## config.mk

```make
export PLATFORM = sky130hd
export DESIGN_NAME = smi_status_hierarchy
export DESIGN_NICKNAME = d
export VERILOG_FILES = /design/src/design/smi_status_pkg.sv /design/src/design/smi_status_hierarchy.sv
export VERILOG_INCLUDE_DIRS = /design/src /design/src/design
export SDC_FILE = /design/constraint.sdc
export NUM_CORES = 1
export LEC_CHECK = 0
export BUFFER_PORTS_ARGS = -buffer_cell sky130_fd_sc_hd__buf_2
export CORE_UTILIZATION = 50
export CTS_CLUSTER_SIZE = 14
export DETAILED_ROUTE_END_ITERATION = 6
export PLACE_DENSITY = 0.7
export SLEW_MARGIN = 10
export SYNTH_ARGS = -nofsm -noshare
export SYNTH_HDL_FRONTEND = slang
export SYNTH_SLANG_ARGS = --single-unit
```

## constraint.sdc

```tcl
create_clock -name clk_sys_in -period 8.4 [get_ports clk_sys_in]
set_input_delay 0.42 -clock clk_sys_in [delete_from_list [all_inputs] [get_ports clk_sys_in]]
set_output_delay 0.42 -clock clk_sys_in [all_outputs]
set_load 0.005 [all_outputs]
```

## src/design/smi_status_params.svh

```systemverilog
`ifndef SMI_STATUS_PARAMS_SVH
`define SMI_STATUS_PARAMS_SVH
// Memory window offsets (byte addresses)
`define OFF_TOP_MIRROR 8'h00
`define OFF_TOP_CLEAR 8'h02
`define OFF_TT_MIRROR 8'h04
`define OFF_TT_CLEAR 8'h06
// Configuration indices
`define IDX_PM1_MIRROR 8'h84
`define IDX_PM1_CLEAR 8'hF4
`define IDX_PM4_MIRROR 8'h87
`define IDX_PM4_CLEAR 8'hF7
`define IDX_CFG_53 8'h53
`define IDX_CFG_83 8'h83
`define IDX_CFG_82 8'h82
`define IDX_CFG_97 8'h97
`define IDX_CFG_92 8'h92
`define IDX_CFG_90 8'h90
// Top-level bit positions
`define TOP_PM 0
`define TOP_AUDIO 1
`define TOP_VGA 6
`define TOP_A20 7
`define TOP_SW 8
`define TOP_TT 9
`define TOP_NMI 12
`define TOP_WARM 13
`define TOP_USB 14
// Enable bit positions
`define CFG53_A20 0
`define CFG53_GAME_WR 3
`define CFG83_TMR1 0
`define CFG83_TMR2 1
`define CFG83_VGA 3
`define CFG83_GAME_RD 4
`define CFG82_USER_TRAP 4
// Trap/timer and power-management status 1 bit positions
`define TT_TMR1 0
`define TT_USER_TRAP 2
`define TT_PCI 5
`define PM1_GAME 4
// Reset values
`define RST_TOP 16'h0000
`define RST_TT 16'h0000
`define RST_PM 8'h00
`define RST_CFG 8'h00
`endif

```

## src/design/smi_status_pkg.sv

```systemverilog
package smi_status_pkg;
   typedef logic [15:0] word_t;
   typedef logic [7:0] byte_t;
endpackage : smi_status_pkg

```

## src/design/smi_status_hierarchy.sv

```systemverilog
`timescale 1ns/1ps
`default_nettype none
`include "smi_status_params.svh"
module smi_status_hierarchy #(
   parameter int NUM_PINS = 4
) (
   input wire logic clk_sys_in,
   input wire logic sys_rst_in,
   // Memory window access
   input wire logic mem_rd_in,
   input wire logic [7:0] mem_addr_in,
   output logic [15:0] mem_rdata_out,
   // Configuration index access
   input wire logic cfg_rd_in,
   input wire logic cfg_wr_in,
   input wire logic [7:0] cfg_idx_in,
   input wire logic [7:0] cfg_wdata_in,
   output logic [7:0] cfg_rdata_out,
   // Event inputs, one-cycle pulses from same-clock logic except gen_pin_low_evt_in, which passes a two-stage synchroniser
   input wire logic usb_evt_in,
   input wire logic warm_reset_evt_in,
   input wire logic nmi_evt_in,
   input wire logic sw_evt_in,
   input wire logic a20_toggle_evt_in,
   input wire logic vga_timer_evt_in,
   input wire logic audio_evt_in,
   input wire logic [4:0] pci_func_trap_evt_in,
   input wire logic [4:0] pci_func_trap_en_in,
   input wire logic [2:0] user_trap_evt_in,
   input wire logic [1:0] gp_timer_evt_in,
   input wire logic game_rd_evt_in,
   input wire logic game_wr_evt_in,
   input wire logic [2:0] gen_pin_low_evt_in,
   // Asynchronous pins 7,5,4,3 in bit order 3..0
   input wire logic [NUM_PINS-1:0] gen_pin_in,
   input wire logic [NUM_PINS-1:0] gen_pin_sel_in,
   output logic mgmt_irq_n_out
);
   smi_status_pkg::word_t top_status;
   smi_status_pkg::word_t tt_status;
   smi_status_pkg::byte_t pm1_status;
   smi_status_pkg::byte_t pm4_status;
   smi_status_pkg::byte_t cfg53, cfg82, cfg83, cfg90, cfg92, cfg97;
   logic [NUM_PINS-1:0] pin_meta, pin_sync, pin_prev;
   logic [2:0] low_sync_meta, low_sync;
   smi_status_pkg::word_t next_top, next_tt, top_set, tt_set;
   smi_status_pkg::byte_t next_pm1, next_pm4, pm1_set, pm4_set;
   logic [NUM_PINS-1:0] pin_edge;

   // Register decodes; only the clearing offsets have a side effect
   wire rd_top_clr = mem_rd_in && mem_addr_in == `OFF_TOP_CLEAR;
   wire rd_tt_clr = mem_rd_in && mem_addr_in == `OFF_TT_CLEAR;
   wire rd_pm1_clr = cfg_rd_in && cfg_idx_in == `IDX_PM1_CLEAR;
   wire rd_pm4_clr = cfg_rd_in && cfg_idx_in == `IDX_PM4_CLEAR;
   wire wr_53 = cfg_wr_in && cfg_idx_in == `IDX_CFG_53;
   wire wr_82 = cfg_wr_in && cfg_idx_in == `IDX_CFG_82;
   wire wr_83 = cfg_wr_in && cfg_idx_in == `IDX_CFG_83;
   wire wr_90 = cfg_wr_in && cfg_idx_in == `IDX_CFG_90;
   wire wr_92 = cfg_wr_in && cfg_idx_in == `IDX_CFG_92;
   wire wr_97 = cfg_wr_in && cfg_idx_in == `IDX_CFG_97;

   // Pin edge detection after a two-stage synchroniser
   genvar g;
   generate
      for (g = 0; g < NUM_PINS; g++) begin : g_pin
         // Pin must be selected, an input and enabled
         assign pin_edge[g] = (pin_sync[g] ^ pin_prev[g]) && gen_pin_sel_in[g]
            && !cfg90[g] && cfg97[g];
      end
   endgenerate

   // Trap/timer group set terms
   wire pci_trap = |(pci_func_trap_evt_in & pci_func_trap_en_in);
   always_comb begin
      tt_set = 16'h0000;
      tt_set[`TT_PCI] = pci_trap;
      tt_set[`TT_USER_TRAP +: 3] = user_trap_evt_in
         & cfg82[`CFG82_USER_TRAP +: 3];
      tt_set[`TT_TMR1 +: 2] = gp_timer_evt_in
         & cfg83[`CFG83_TMR1 +: 2];
   end

   // Power-management group set terms
   wire game_hit = (game_rd_evt_in && cfg83[`CFG83_GAME_RD])
      || (game_wr_evt_in && cfg53[`CFG53_GAME_WR]);
   always_comb begin
      pm1_set = 8'h00;
      pm1_set[`PM1_GAME] = game_hit;
      pm1_set[NUM_PINS-1:0] = pin_edge;
      pm4_set = 8'h00;
      pm4_set[7:5] = low_sync & cfg92[2:0];
   end

   // Top-level set terms
   always_comb begin
      top_set = 16'h0000;
      top_set[`TOP_USB] = usb_evt_in;
      top_set[`TOP_WARM] = warm_reset_evt_in;
      top_set[`TOP_NMI] = nmi_evt_in;
      top_set[`TOP_SW] = sw_evt_in;
      top_set[`TOP_A20] = a20_toggle_evt_in && cfg53[`CFG53_A20];
      top_set[`TOP_VGA] = vga_timer_evt_in && cfg83[`CFG83_VGA];
      top_set[`TOP_AUDIO] = audio_evt_in;
      top_set[`TOP_TT] = |tt_set;
      top_set[`TOP_PM] = |pm1_set || |pm4_set;
   end

   // Set wins over a coincident clearing read
   assign next_top = (rd_top_clr ? 16'h0000 : top_status) | top_set;
   assign next_tt = (rd_tt_clr ? 16'h0000 : tt_status) | tt_set;
   assign next_pm1 = (rd_pm1_clr ? 8'h00 : pm1_status) | pm1_set;
   assign next_pm4 = (rd_pm4_clr ? 8'h00 : pm4_status) | pm4_set;

   always_ff @(posedge clk_sys_in or posedge sys_rst_in) begin
      if (sys_rst_in) begin
         top_status <= `RST_TOP;
         tt_status <= `RST_TT;
         pm1_status <= `RST_PM;
         pm4_status <= `RST_PM;
      end else begin
         top_status <= next_top;
         tt_status <= next_tt;
         pm1_status <= next_pm1;
         pm4_status <= next_pm4;
      end
   end

   always_ff @(posedge clk_sys_in or posedge sys_rst_in) begin
      if (sys_rst_in) begin
         cfg53 <= `RST_CFG;
         cfg82 <= `RST_CFG;
         cfg83 <= `RST_CFG;
         cfg90 <= `RST_CFG;
         cfg92 <= `RST_CFG;
         cfg97 <= `RST_CFG;
      end else begin
         if (wr_53) cfg53 <= cfg_wdata_in;
         if (wr_82) cfg82 <= cfg_wdata_in;
         if (wr_83) cfg83 <= cfg_wdata_in;
         if (wr_90) cfg90 <= cfg_wdata_in;
         if (wr_92) cfg92 <= cfg_wdata_in;
         if (wr_97) cfg97 <= cfg_wdata_in;
      end
   end

   // Synchronisers; first stage feeds only the second
   always_ff @(posedge clk_sys_in or posedge sys_rst_in) begin
      if (sys_rst_in) begin
         pin_meta <= '0;
         pin_sync <= '0;
         pin_prev <= '0;
         low_sync_meta <= 3'h0;
         low_sync <= 3'h0;
      end else begin
         pin_meta <= gen_pin_in;
         pin_sync <= pin_meta;
         pin_prev <= pin_sync;
         low_sync_meta <= gen_pin_low_evt_in;
         low_sync <= low_sync_meta;
      end
   end

   // Read data muxes; mirror and clearing copy return the same data
   smi_status_pkg::word_t next_mem_rdata;
   smi_status_pkg::byte_t next_cfg_rdata;
   wire sel_top = mem_addr_in == `OFF_TOP_MIRROR
      || mem_addr_in == `OFF_TOP_CLEAR;
   wire sel_tt = mem_addr_in == `OFF_TT_MIRROR
      || mem_addr_in == `OFF_TT_CLEAR;
   wire sel_pm1 = cfg_idx_in == `IDX_PM1_MIRROR
      || cfg_idx_in == `IDX_PM1_CLEAR;
   wire sel_pm4 = cfg_idx_in == `IDX_PM4_MIRROR
      || cfg_idx_in == `IDX_PM4_CLEAR;
   assign next_mem_rdata = sel_top ? top_status :
      sel_tt ? tt_status : 16'h0000;
   assign next_cfg_rdata = sel_pm1 ? pm1_status :
      sel_pm4 ? pm4_status :
      cfg_idx_in == `IDX_CFG_53 ? cfg53 :
      cfg_idx_in == `IDX_CFG_82 ? cfg82 :
      cfg_idx_in == `IDX_CFG_83 ? cfg83 :
      cfg_idx_in == `IDX_CFG_90 ? cfg90 :
      cfg_idx_in == `IDX_CFG_92 ? cfg92 :
      cfg_idx_in == `IDX_CFG_97 ? cfg97 : 8'h00;

   // Read data is sampled together with the clear, so the value read is
   // the one that was pending just before clearing.
   always_ff @(posedge clk_sys_in or posedge sys_rst_in) begin
      if (sys_rst_in) begin
         mem_rdata_out <= 16'h0000;
         cfg_rdata_out <= 8'h00;
         mgmt_irq_n_out <= 1'b1;
      end else begin
         if (mem_rd_in) mem_rdata_out <= next_mem_rdata;
         if (cfg_rd_in) cfg_rdata_out <= next_cfg_rdata;
         // Held low until every level is empty
         mgmt_irq_n_out <= !(|next_top || |next_tt || |next_pm1
            || |next_pm4);
      end
   end

   // Interrupt output is low while the top word is pending and high once every level is empty
   AST_IRQ_FOLLOWS: assert property (@(posedge clk_sys_in)
      disable iff (sys_rst_in)
      (|top_status) |-> !mgmt_irq_n_out)
      else $error("irq high while status pending");
   AST_IRQ_RELEASE: assert property (@(posedge clk_sys_in)
      disable iff (sys_rst_in)
      (top_status == 16'h0000 && tt_status == 16'h0000
      && pm1_status == 8'h00 && pm4_status == 8'h00) |-> mgmt_irq_n_out)
      else $error("irq low with nothing pending");
   AST_MIRROR_IRQ: assert property (@(posedge clk_sys_in)
      disable iff (sys_rst_in)
      mem_rd_in && mem_addr_in == `OFF_TOP_MIRROR && !mgmt_irq_n_out
      |=> !mgmt_irq_n_out)
      else $error("mirror read released irq");

   // Top-level word
   AST_TOP_CLEAR: assert property (@(posedge clk_sys_in)
      disable iff (sys_rst_in)
      rd_top_clr && top_set == 16'h0000 |=> top_status == 16'h0000)
      else $error("top read did not clear");
   AST_MIRROR_KEEP: assert property (@(posedge clk_sys_in)
      disable iff (sys_rst_in)
      mem_rd_in && mem_addr_in == `OFF_TOP_MIRROR
      |=> $past(top_status) == (top_status & $past(top_status)))
      else $error("mirror read cleared bits");
   AST_TOP_RDATA: assert property (@(posedge clk_sys_in)
      disable iff (sys_rst_in)
      mem_rd_in && sel_top |=> mem_rdata_out == $past(top_status))
      else $error("top read data differs from status");

   AST_USB_SET: assert property (@(posedge clk_sys_in)
      disable iff (sys_rst_in)
      usb_evt_in |=> top_status[`TOP_USB])
      else $error("usb bit not set");
   AST_WARM_SET: assert property (@(posedge clk_sys_in)
      disable iff (sys_rst_in)
      warm_reset_evt_in |=> top_status[`TOP_WARM])
      else $error("warm reset bit not set");
   AST_NMI_SET: assert property (@(posedge clk_sys_in)
      disable iff (sys_rst_in)
      nmi_evt_in |=> top_status[`TOP_NMI])
      else $error("nmi bit not set");
   AST_SW_SET: assert property (@(posedge clk_sys_in)
      disable iff (sys_rst_in)
      sw_evt_in |=> top_status[`TOP_SW])
      else $error("software bit not set");
   AST_A20_SET: assert property (@(posedge clk_sys_in)
      disable iff (sys_rst_in)
      a20_toggle_evt_in && cfg53[`CFG53_A20] |=> top_status[`TOP_A20])
      else $error("bit 7 not set");
   AST_VGA_SET: assert property (@(posedge clk_sys_in)
      disable iff (sys_rst_in)
      vga_timer_evt_in && cfg83[`CFG83_VGA] |=> top_status[`TOP_VGA])
      else $error("vga timer bit not set");
   AST_AUDIO_SET: assert property (@(posedge clk_sys_in)
      disable iff (sys_rst_in)
      audio_evt_in |=> top_status[`TOP_AUDIO])
      else $error("audio bit not set");
   AST_A20_GATE: assert property (@(posedge clk_sys_in)
      disable iff (sys_rst_in)
      a20_toggle_evt_in && !cfg53[`CFG53_A20]
      && !rd_top_clr && !top_status[`TOP_A20] |=> !top_status[`TOP_A20])
      else $error("disabled bit 7 source set");

   // Trap/timer group
   AST_TT_CLEAR: assert property (@(posedge clk_sys_in)
      disable iff (sys_rst_in)
      rd_tt_clr && tt_set == 16'h0000 |=> tt_status == 16'h0000)
      else $error("trap group read did not clear");
   AST_TT_MIRROR_KEEP: assert property (@(posedge clk_sys_in)
      disable iff (sys_rst_in)
      mem_rd_in && mem_addr_in == `OFF_TT_MIRROR
      |=> ($past(tt_status) & ~tt_status) == 16'h0000)
      else $error("trap mirror read cleared bits");
   AST_TT_SUMMARY: assert property (@(posedge clk_sys_in)
      disable iff (sys_rst_in)
      |tt_set |=> top_status[`TOP_TT])
      else $error("summary bit 9 missing");
   AST_PCI_SET: assert property (@(posedge clk_sys_in)
      disable iff (sys_rst_in)
      pci_trap |=> tt_status[`TT_PCI])
      else $error("function trap bit not set");

   // Power-management groups
   AST_PM_SUMMARY: assert property (@(posedge clk_sys_in)
      disable iff (sys_rst_in)
      |pm1_set |=> top_status[`TOP_PM] && |pm1_status)
      else $error("pm summary missing");
   AST_GAME_SET: assert property (@(posedge clk_sys_in)
      disable iff (sys_rst_in)
      game_hit |=> pm1_status[`PM1_GAME])
      else $error("game port bit not set");
   AST_PIN_SET: assert property (@(posedge clk_sys_in)
      disable iff (sys_rst_in)
      |pin_edge |=> |pm1_status[NUM_PINS-1:0])
      else $error("pin transition not recorded");
   AST_PM1_CLEAR: assert property (@(posedge clk_sys_in)
      disable iff (sys_rst_in)
      rd_pm1_clr && pm1_set == 8'h00 |=> pm1_status == 8'h00)
      else $error("pm status 1 read did not clear");
   AST_PM1_MIRROR_KEEP: assert property (@(posedge clk_sys_in)
      disable iff (sys_rst_in)
      cfg_rd_in && cfg_idx_in == `IDX_PM1_MIRROR
      |=> ($past(pm1_status) & ~pm1_status) == 8'h00)
      else $error("pm status 1 mirror cleared bits");
   AST_PM4_CLEAR: assert property (@(posedge clk_sys_in)
      disable iff (sys_rst_in)
      rd_pm4_clr && pm4_set == 8'h00 |=> pm4_status == 8'h00)
      else $error("low pin status read did not clear");
   AST_PM4_MIRROR_KEEP: assert property (@(posedge clk_sys_in)
      disable iff (sys_rst_in)
      cfg_rd_in && cfg_idx_in == `IDX_PM4_MIRROR
      |=> ($past(pm4_status) & ~pm4_status) == 8'h00)
      else $error("low pin mirror cleared bits");
   AST_SET_WINS: assert property (@(posedge clk_sys_in)
      disable iff (sys_rst_in)
      rd_pm1_clr && game_hit |=> pm1_status[`PM1_GAME])
      else $error("event lost at clear");
   AST_PM1_RSVD: assert property (@(posedge clk_sys_in)
      disable iff (sys_rst_in)
      pm1_status[7:5] == 3'h0 && tt_status[15:6] == 10'h000)
      else $error("reserved bit set");
endmodule : smi_status_hierarchy
`default_nettype wire

```

# Yosys cells after proc, flatten, opt, wreduce, memory -nomap -nowiden
# Index checks and enable logic that the tools add are counted.
[classes] n_eq_ne=13 muxes=14 bitwise_logic=12 reduce_logical=49
[ops] operator="8-bit 2-to-1 mux" n=10
[ops] operator="8-bit equality test, second input constant" n=9
[ops] operator="16-bit 2-to-1 mux" n=4
[ops] operator="16-bit OR reduction" n=2
[ops] operator="1-bit logical AND" n=26
[ops] operator="8-bit by 3-bit equality test with 1-bit output, second input constant" n=2
[ops] operator="16-bit by 15-bit bitwise OR with 16-bit output" n=1
[ops] operator="16-bit by 6-bit bitwise OR with 16-bit output" n=1
[ops] operator="8-bit OR reduction" n=2
[ops] operator="10-bit OR reduction" n=1
[ops] operator="5-bit OR reduction" n=2
[ops] operator="1-bit logical OR" n=9
[ops] operator="8-bit by 2-bit equality test with 1-bit output, second input constant" n=1
[ops] operator="8-bit by 7-bit equality test with 1-bit output, second input constant" n=1
[ops] operator="8-bit logical NOT" n=1
[ops] operator="8-bit by 5-bit bitwise OR with 8-bit output" n=1
[ops] operator="8-bit bitwise OR" n=1
[ops] operator="3-bit bitwise AND" n=2
[ops] operator="5-bit bitwise AND" n=1
[ops] operator="1-bit logical NOT" n=5
[ops] operator="1-bit XOR" n=4
[ops] operator="3-bit OR reduction" n=1
[ops] operator="2-bit bitwise AND" n=1
[word_totals] regBits=139 out_inout_bits=25 elab_cells=106

# Depth between registers and ports, before layout
[depth] depth_word=12 depth_mapped=8 ltp_nobuf=6

# Worst setup path before layout
# No wires, ideal clock.
[synth_timing] path_type="input -> register" startpoint="in mem_addr_in[4]" endpoint="reg mgmt_irq_n_out" setup_time_ps=90 arrival_time_ps=1887 required_time_ps=8310 setup_slack_ps=6423 stages=6 path_buffers=1 path_cell_list="nor4_2 > nand2_2 > or3_1 > buf_2 > a2111o_1 > nor4_2"
[synth_between] elab_chain_len=9 elab_cells_between_ends=14 cone_classes="eq/ne: 2; mux: 2; bitwise: 2; reduce/logical: 8"
[synth_rtl] element="start, declared" line_no="smi_status_hierarchy.sv:11" text="input wire logic [7:0] mem_addr_in,"
[synth_rtl] element="8-bit by 2-bit equality test with 1-bit output (no line) or 8-bit by 3-bit equality test with 1-bit output (tied branches)"
[synth_rtl] element="1-bit logical AND (no line)"
[synth_rtl] element="16-bit 2-to-1 mux (on tied branches)" line_no="smi_status_hierarchy.sv:109, smi_status_hierarchy.sv:110"
[synth_rtl] element="16-bit by 15-bit bitwise OR with 16-bit output or 16-bit by 6-bit bitwise OR with 16-bit output (tied branches)" line_no="smi_status_hierarchy.sv:109, smi_status_hierarchy.sv:110"
[synth_rtl] element="16-bit OR reduction" line_no="smi_status_hierarchy.sv:196" text="mgmt_irq_n_out <= !(|next_top || |next_tt || |next_pm1"
[synth_rtl] element="1-bit logical OR (*) (2 in series)" line_no="smi_status_hierarchy.sv:196"
[synth_rtl] element="1-bit logical OR (*)" line_no="smi_status_hierarchy.sv:197" text="|| |next_pm4);"
[synth_rtl] element="1-bit logical NOT (*)" line_no="smi_status_hierarchy.sv:196"
[synth_rtl] element="end signal, assigned" line_no="smi_status_hierarchy.sv:196"
[synth_rtl] element="end, declared" line_no="smi_status_hierarchy.sv:37" text="output logic mgmt_irq_n_out"
# Every way passes the cells marked *; elsewhere a longest branch is shown, timed or not.
# A chain may end at the register's enable or synchronous reset.

# Worst setup path after layout
[layout_timing] startpoint="in cfg_idx_in[1]" endpoint="reg cfg53[5]"
[layout_between] elab_chain_len=2
[layout_rtl] element="start, declared" line_no="smi_status_hierarchy.sv:16" text="input wire logic [7:0] cfg_idx_in,"
[layout_rtl] element="8-bit by 7-bit equality test with 1-bit output (no line)"
[layout_rtl] element="1-bit logical AND (no line)"
[layout_rtl] element="end signal, assigned" line_no="smi_status_hierarchy.sv:130" text="cfg53 <= `RST_CFG;"
[layout_rtl] element="end signal, assigned" line_no="smi_status_hierarchy.sv:137" text="if (wr_53) cfg53 <= cfg_wdata_in;"
[layout_rtl] element="end, declared" line_no="smi_status_hierarchy.sv:43" text="smi_status_pkg::byte_t cfg53, cfg82, cfg83, cfg90, cfg92, cfg97;"
# No other way between the ends.

==> out/metrics.csv <==
stage,metric,value,unit
status,status,"finished, violations left",
status,violations,DRC,
placement,numPlacedInstances,721,
setup_path,r2r_cells,6,
placement,dp_slack,5.903,ns
setup_path,path_depth,5,
synthesis,synth_commonest_cells,"138 x dfrtp_1, 64 x mux2_2, 46 x nand2_1, 29 x nor2_1, 26 x and2_1",
placement,numPortBuffers,88,
grt,grtUsageTotal,0.2489,
clock_tree,clk-insertion-delay-late,0.42,ns
synthesis,yosysTopAreaCell,dfrtp_1,
floorplan,rows,39,
power_and_ir_drop,p_per_area,233.1,nW/um2
routing,vias,4315,
grt,antenna_found_initial,0,
floorplan,io_pins,89,
sta,setup_slack,6.299,ns
grt,grt_max_degree,83,
power_and_ir_drop,peakVddDrop,0.0001573,V
sta,setup_viol,0,
sta,min_period,2.101,ns
clock_tree,cts_buffer_depth,2,
layout,nets,661,
layout,top_regs,"mem_rdata_out (16), top_status (16), tt_status (16)",
setup_path,end_kind,flop,
floorplan,die_y,111.3,um
routing,wire_per_inst,18.86,um
sta,fin_tns_setup,0,ns
synthesis,syn_avg_cell_area,11.63,um2
hold_path,whs_path_depth,1,
setup_path,worst_ep_arrival_time,2.40,ns
clock_tree,postCtsHoldBufs,0,
layout,fillCellCount,912,
synthesis,ys_ff_latch,139,
synthesis,synth-main-ff-cell,dfrtp_1,
synthesis,synthMuxAreaShare,0.1339,
grt,grt-ovfl-total,0,
sta,period_share,0.2501,
hold_path,min_path_type,in -> reg,
routing,drc,11,
routing,routed_wl,14200,um
sta,max_slew.worst_pin.slew,0.7314,ns
layout,drive_above_1_share,0.3164,
clock_tree,cts_made_buffers,17,
routing,drt.antenna.violating_nets,0,
layout,syn2layout_area_growth,19.19,%
power_and_ir_drop,p_leak,3.453,nW
routing,vias_per_cell,5.730,
synthesis,yosysUniqueCellTypes,40,
sta,finClkSkew,0.005787,ns
clock_tree,cts.sinks,139,
setup_path,cp.buffers_inverters,1,
floorplan,initial_core_util,0.5191,
placement,dp_hpwl,10180,um
layout,multi_input_area,2317,um2
setup_path,path_cells,buf_2 -> nor4b_2 -> and2_1 -> nand2_1 -> mux2_2,
setup_path,required,8.70,ns
sta,relSlewSlack,0.5124,
clock_tree,htreeDepth,4,
sta,max_freq,476.0,MHz
synthesis,synth-xor-area-share,0.005860,
synthesis,synth-simple-area-share,0.1344,
synthesis,synth_top_family_by_area,simple AND/OR/NAND/NOR gates,
grt,grt_pass1_wl,23290,um
sta,rsz0062_at_grt,no,
synthesis,synth-adder-area-share,0,
placement,place.gp.congestion,0.8828,
synthesis,synth.most_common_cell,dfrtp_1,
setup_path,path_delay_family,simple AND/OR/NAND/NOR gates,
synthesis,synth_compound_area_frac,0.1134,
synthesis,synth_edf_count,0,
synthesis,synth-async-reset-ratio,1.000,
setup_path,critPathKind,in -> reg,
placement,place_area,6504,um2
synthesis,postSynthCellCount,514,
grt,grt_pass1_vias,4355,
setup_path,cp_slowest_cell,nor4b_2,
routing,first_pass_iters,7,
clock_tree,cts_root_buf,clkbuf_16,
layout,final_cells,753,
setup_path,cp_max_fo,14,
layout,fin_util,0.6188,
setup_path,slowest_delay,0.59,ns
sta,drv_slew,0,
run,cap_violations,0,
synthesis,synth_area_leaders,"dfrtp_1 58%, mux2_2 12%, nand2_1 2.9%, and2_1 2.7%, a21oi_1 2.0%",
layout,seqCellArea,3480,um2
clock_tree,cts-resized-gates,0,
setup_path,start_kind,input pin,
floorplan,dieArea,12400,um2
sta,hold_violations,0,
routing,drt_iter0_drc,378,
floorplan,core_area,11520,um2
clock_tree,cts.clk_slew.worst_paths,0.05,ns
synthesis,netlist_area,5978,um2
layout,fin_area,7126,um2
layout,diodes,0,
synthesis,yosysWarnings,0,
synthesis,synth_top_area_frac,0.5776,
floorplan,die_x,111.3,um
clock_tree,postCtsSetupRepairBufs,0,
synthesis,ys_seq_area_frac,0.5820,
clock_tree,cts_tree,yes,
synthesis,syn_nets,578,
## where the power goes
part | switching [mW] | leakage [nW] | total [mW] | internal [mW]
logic | 0.0717 | 1.35 | 0.135 | 0.0637
clock network | 0.275 | 0.301 | 0.771 | 0.496
registers | 0.0412 | 1.80 | 0.754 | 0.713
total | 0.388 | 3.45 | 1.66 | 1.27
## final timing paths
| path | to | startpoint | slack [ns] |
|---|---|---|---|
| setup / recovery | cfg53[5]$_DFFE_PP0P_ | cfg_idx_in[1] | 6.30 |
| hold / removal | pin_meta[2]$_DFF_PP0_ | gen_pin_in[2] | 0.10 |
| setup reg to reg | mgmt_irq_n_out$_DFF_PP1_ | cfg82[5]$_DFFE_PP0P_ | 6.33 |
| hold reg to reg | low_sync[1]$_DFF_PP0_ | low_sync_meta[1]$_DFF_PP0_ | 0.35 |
| max in group asynchronous | cfg90[7]$_DFFE_PP0P_ | sys_rst_in | 7.09 |
| min in group asynchronous | tt_status[15]$_DFF_PP0_ | sys_rst_in | 0.13 |
## logic make-up after synthesis
kind of cell,Yosys count
compound gates,103
xor+xnor,4
buf+inv,45
flops,139
mux,72
simple gates,151
## metal layers
metal  up-vias  part of all wire  global-route usage
met5         -                 0                   0
met4         0             0.018             0.07568
met3        27             0.072             0.08982
li1       2006                 -                   -
met2       151              0.44              0.3538
met1      2131              0.47              0.3579
## final cells by class
cell class                      instances  share of cell area
Clock inverter                         11             0.01984
Tap cell                              143             0.02511
Sequential cell                       139              0.4883
Multi-Input combinational cell        330              0.3252
Timing Repair Buffer                   89             0.06286
Inverter                               20             0.01124
Clock buffer                           21             0.06743
## through the flow
step | power, mW | hold WS [ns]
after detailed placement | 0.8987 | 0.3355
after global routing | 1.726 | 0.07872
after CTS | 1.671 | 0.09205
after global placement | 0.8945 | 0.3323
final | 1.661 | 0.1043
after floorplan | 0.8373 | 0.3312
## cell usage in the layout, fill, tap and decap left out, types with 2 or more instances in the layout
cell type   synthesis  layout
inv_1              20      19
a21o_1             11      11
and4b_1             2       2
mux2_2             64      64
and3_1              3       3
nand2_1            46      46
nor4_2              2       2
nor4_1              9       9
clkinvlp_4          0       3
nor3_1             10      10
o22ai_1            16      16
clkbuf_8            0       4
nand3_1             5       5
or3_1               4       4
bufinv_16           0       3
o21ai_0            18      18
nand2b_1            2       2
a221oi_1            8       8
buf_2               4      88
clkinv_2            0       4
dfrtp_1           138     138
mux2i_1             8       8
a21oi_1            24      24
a22o_1             11      11
clkbuf_16           0      17
and2_1             26      26
nor2_1             29      29
xnor2_1             4       4
a22oi_1            12      12
nand4_1             5       5
Note: power is estimated with default switching activity, not from simulation.
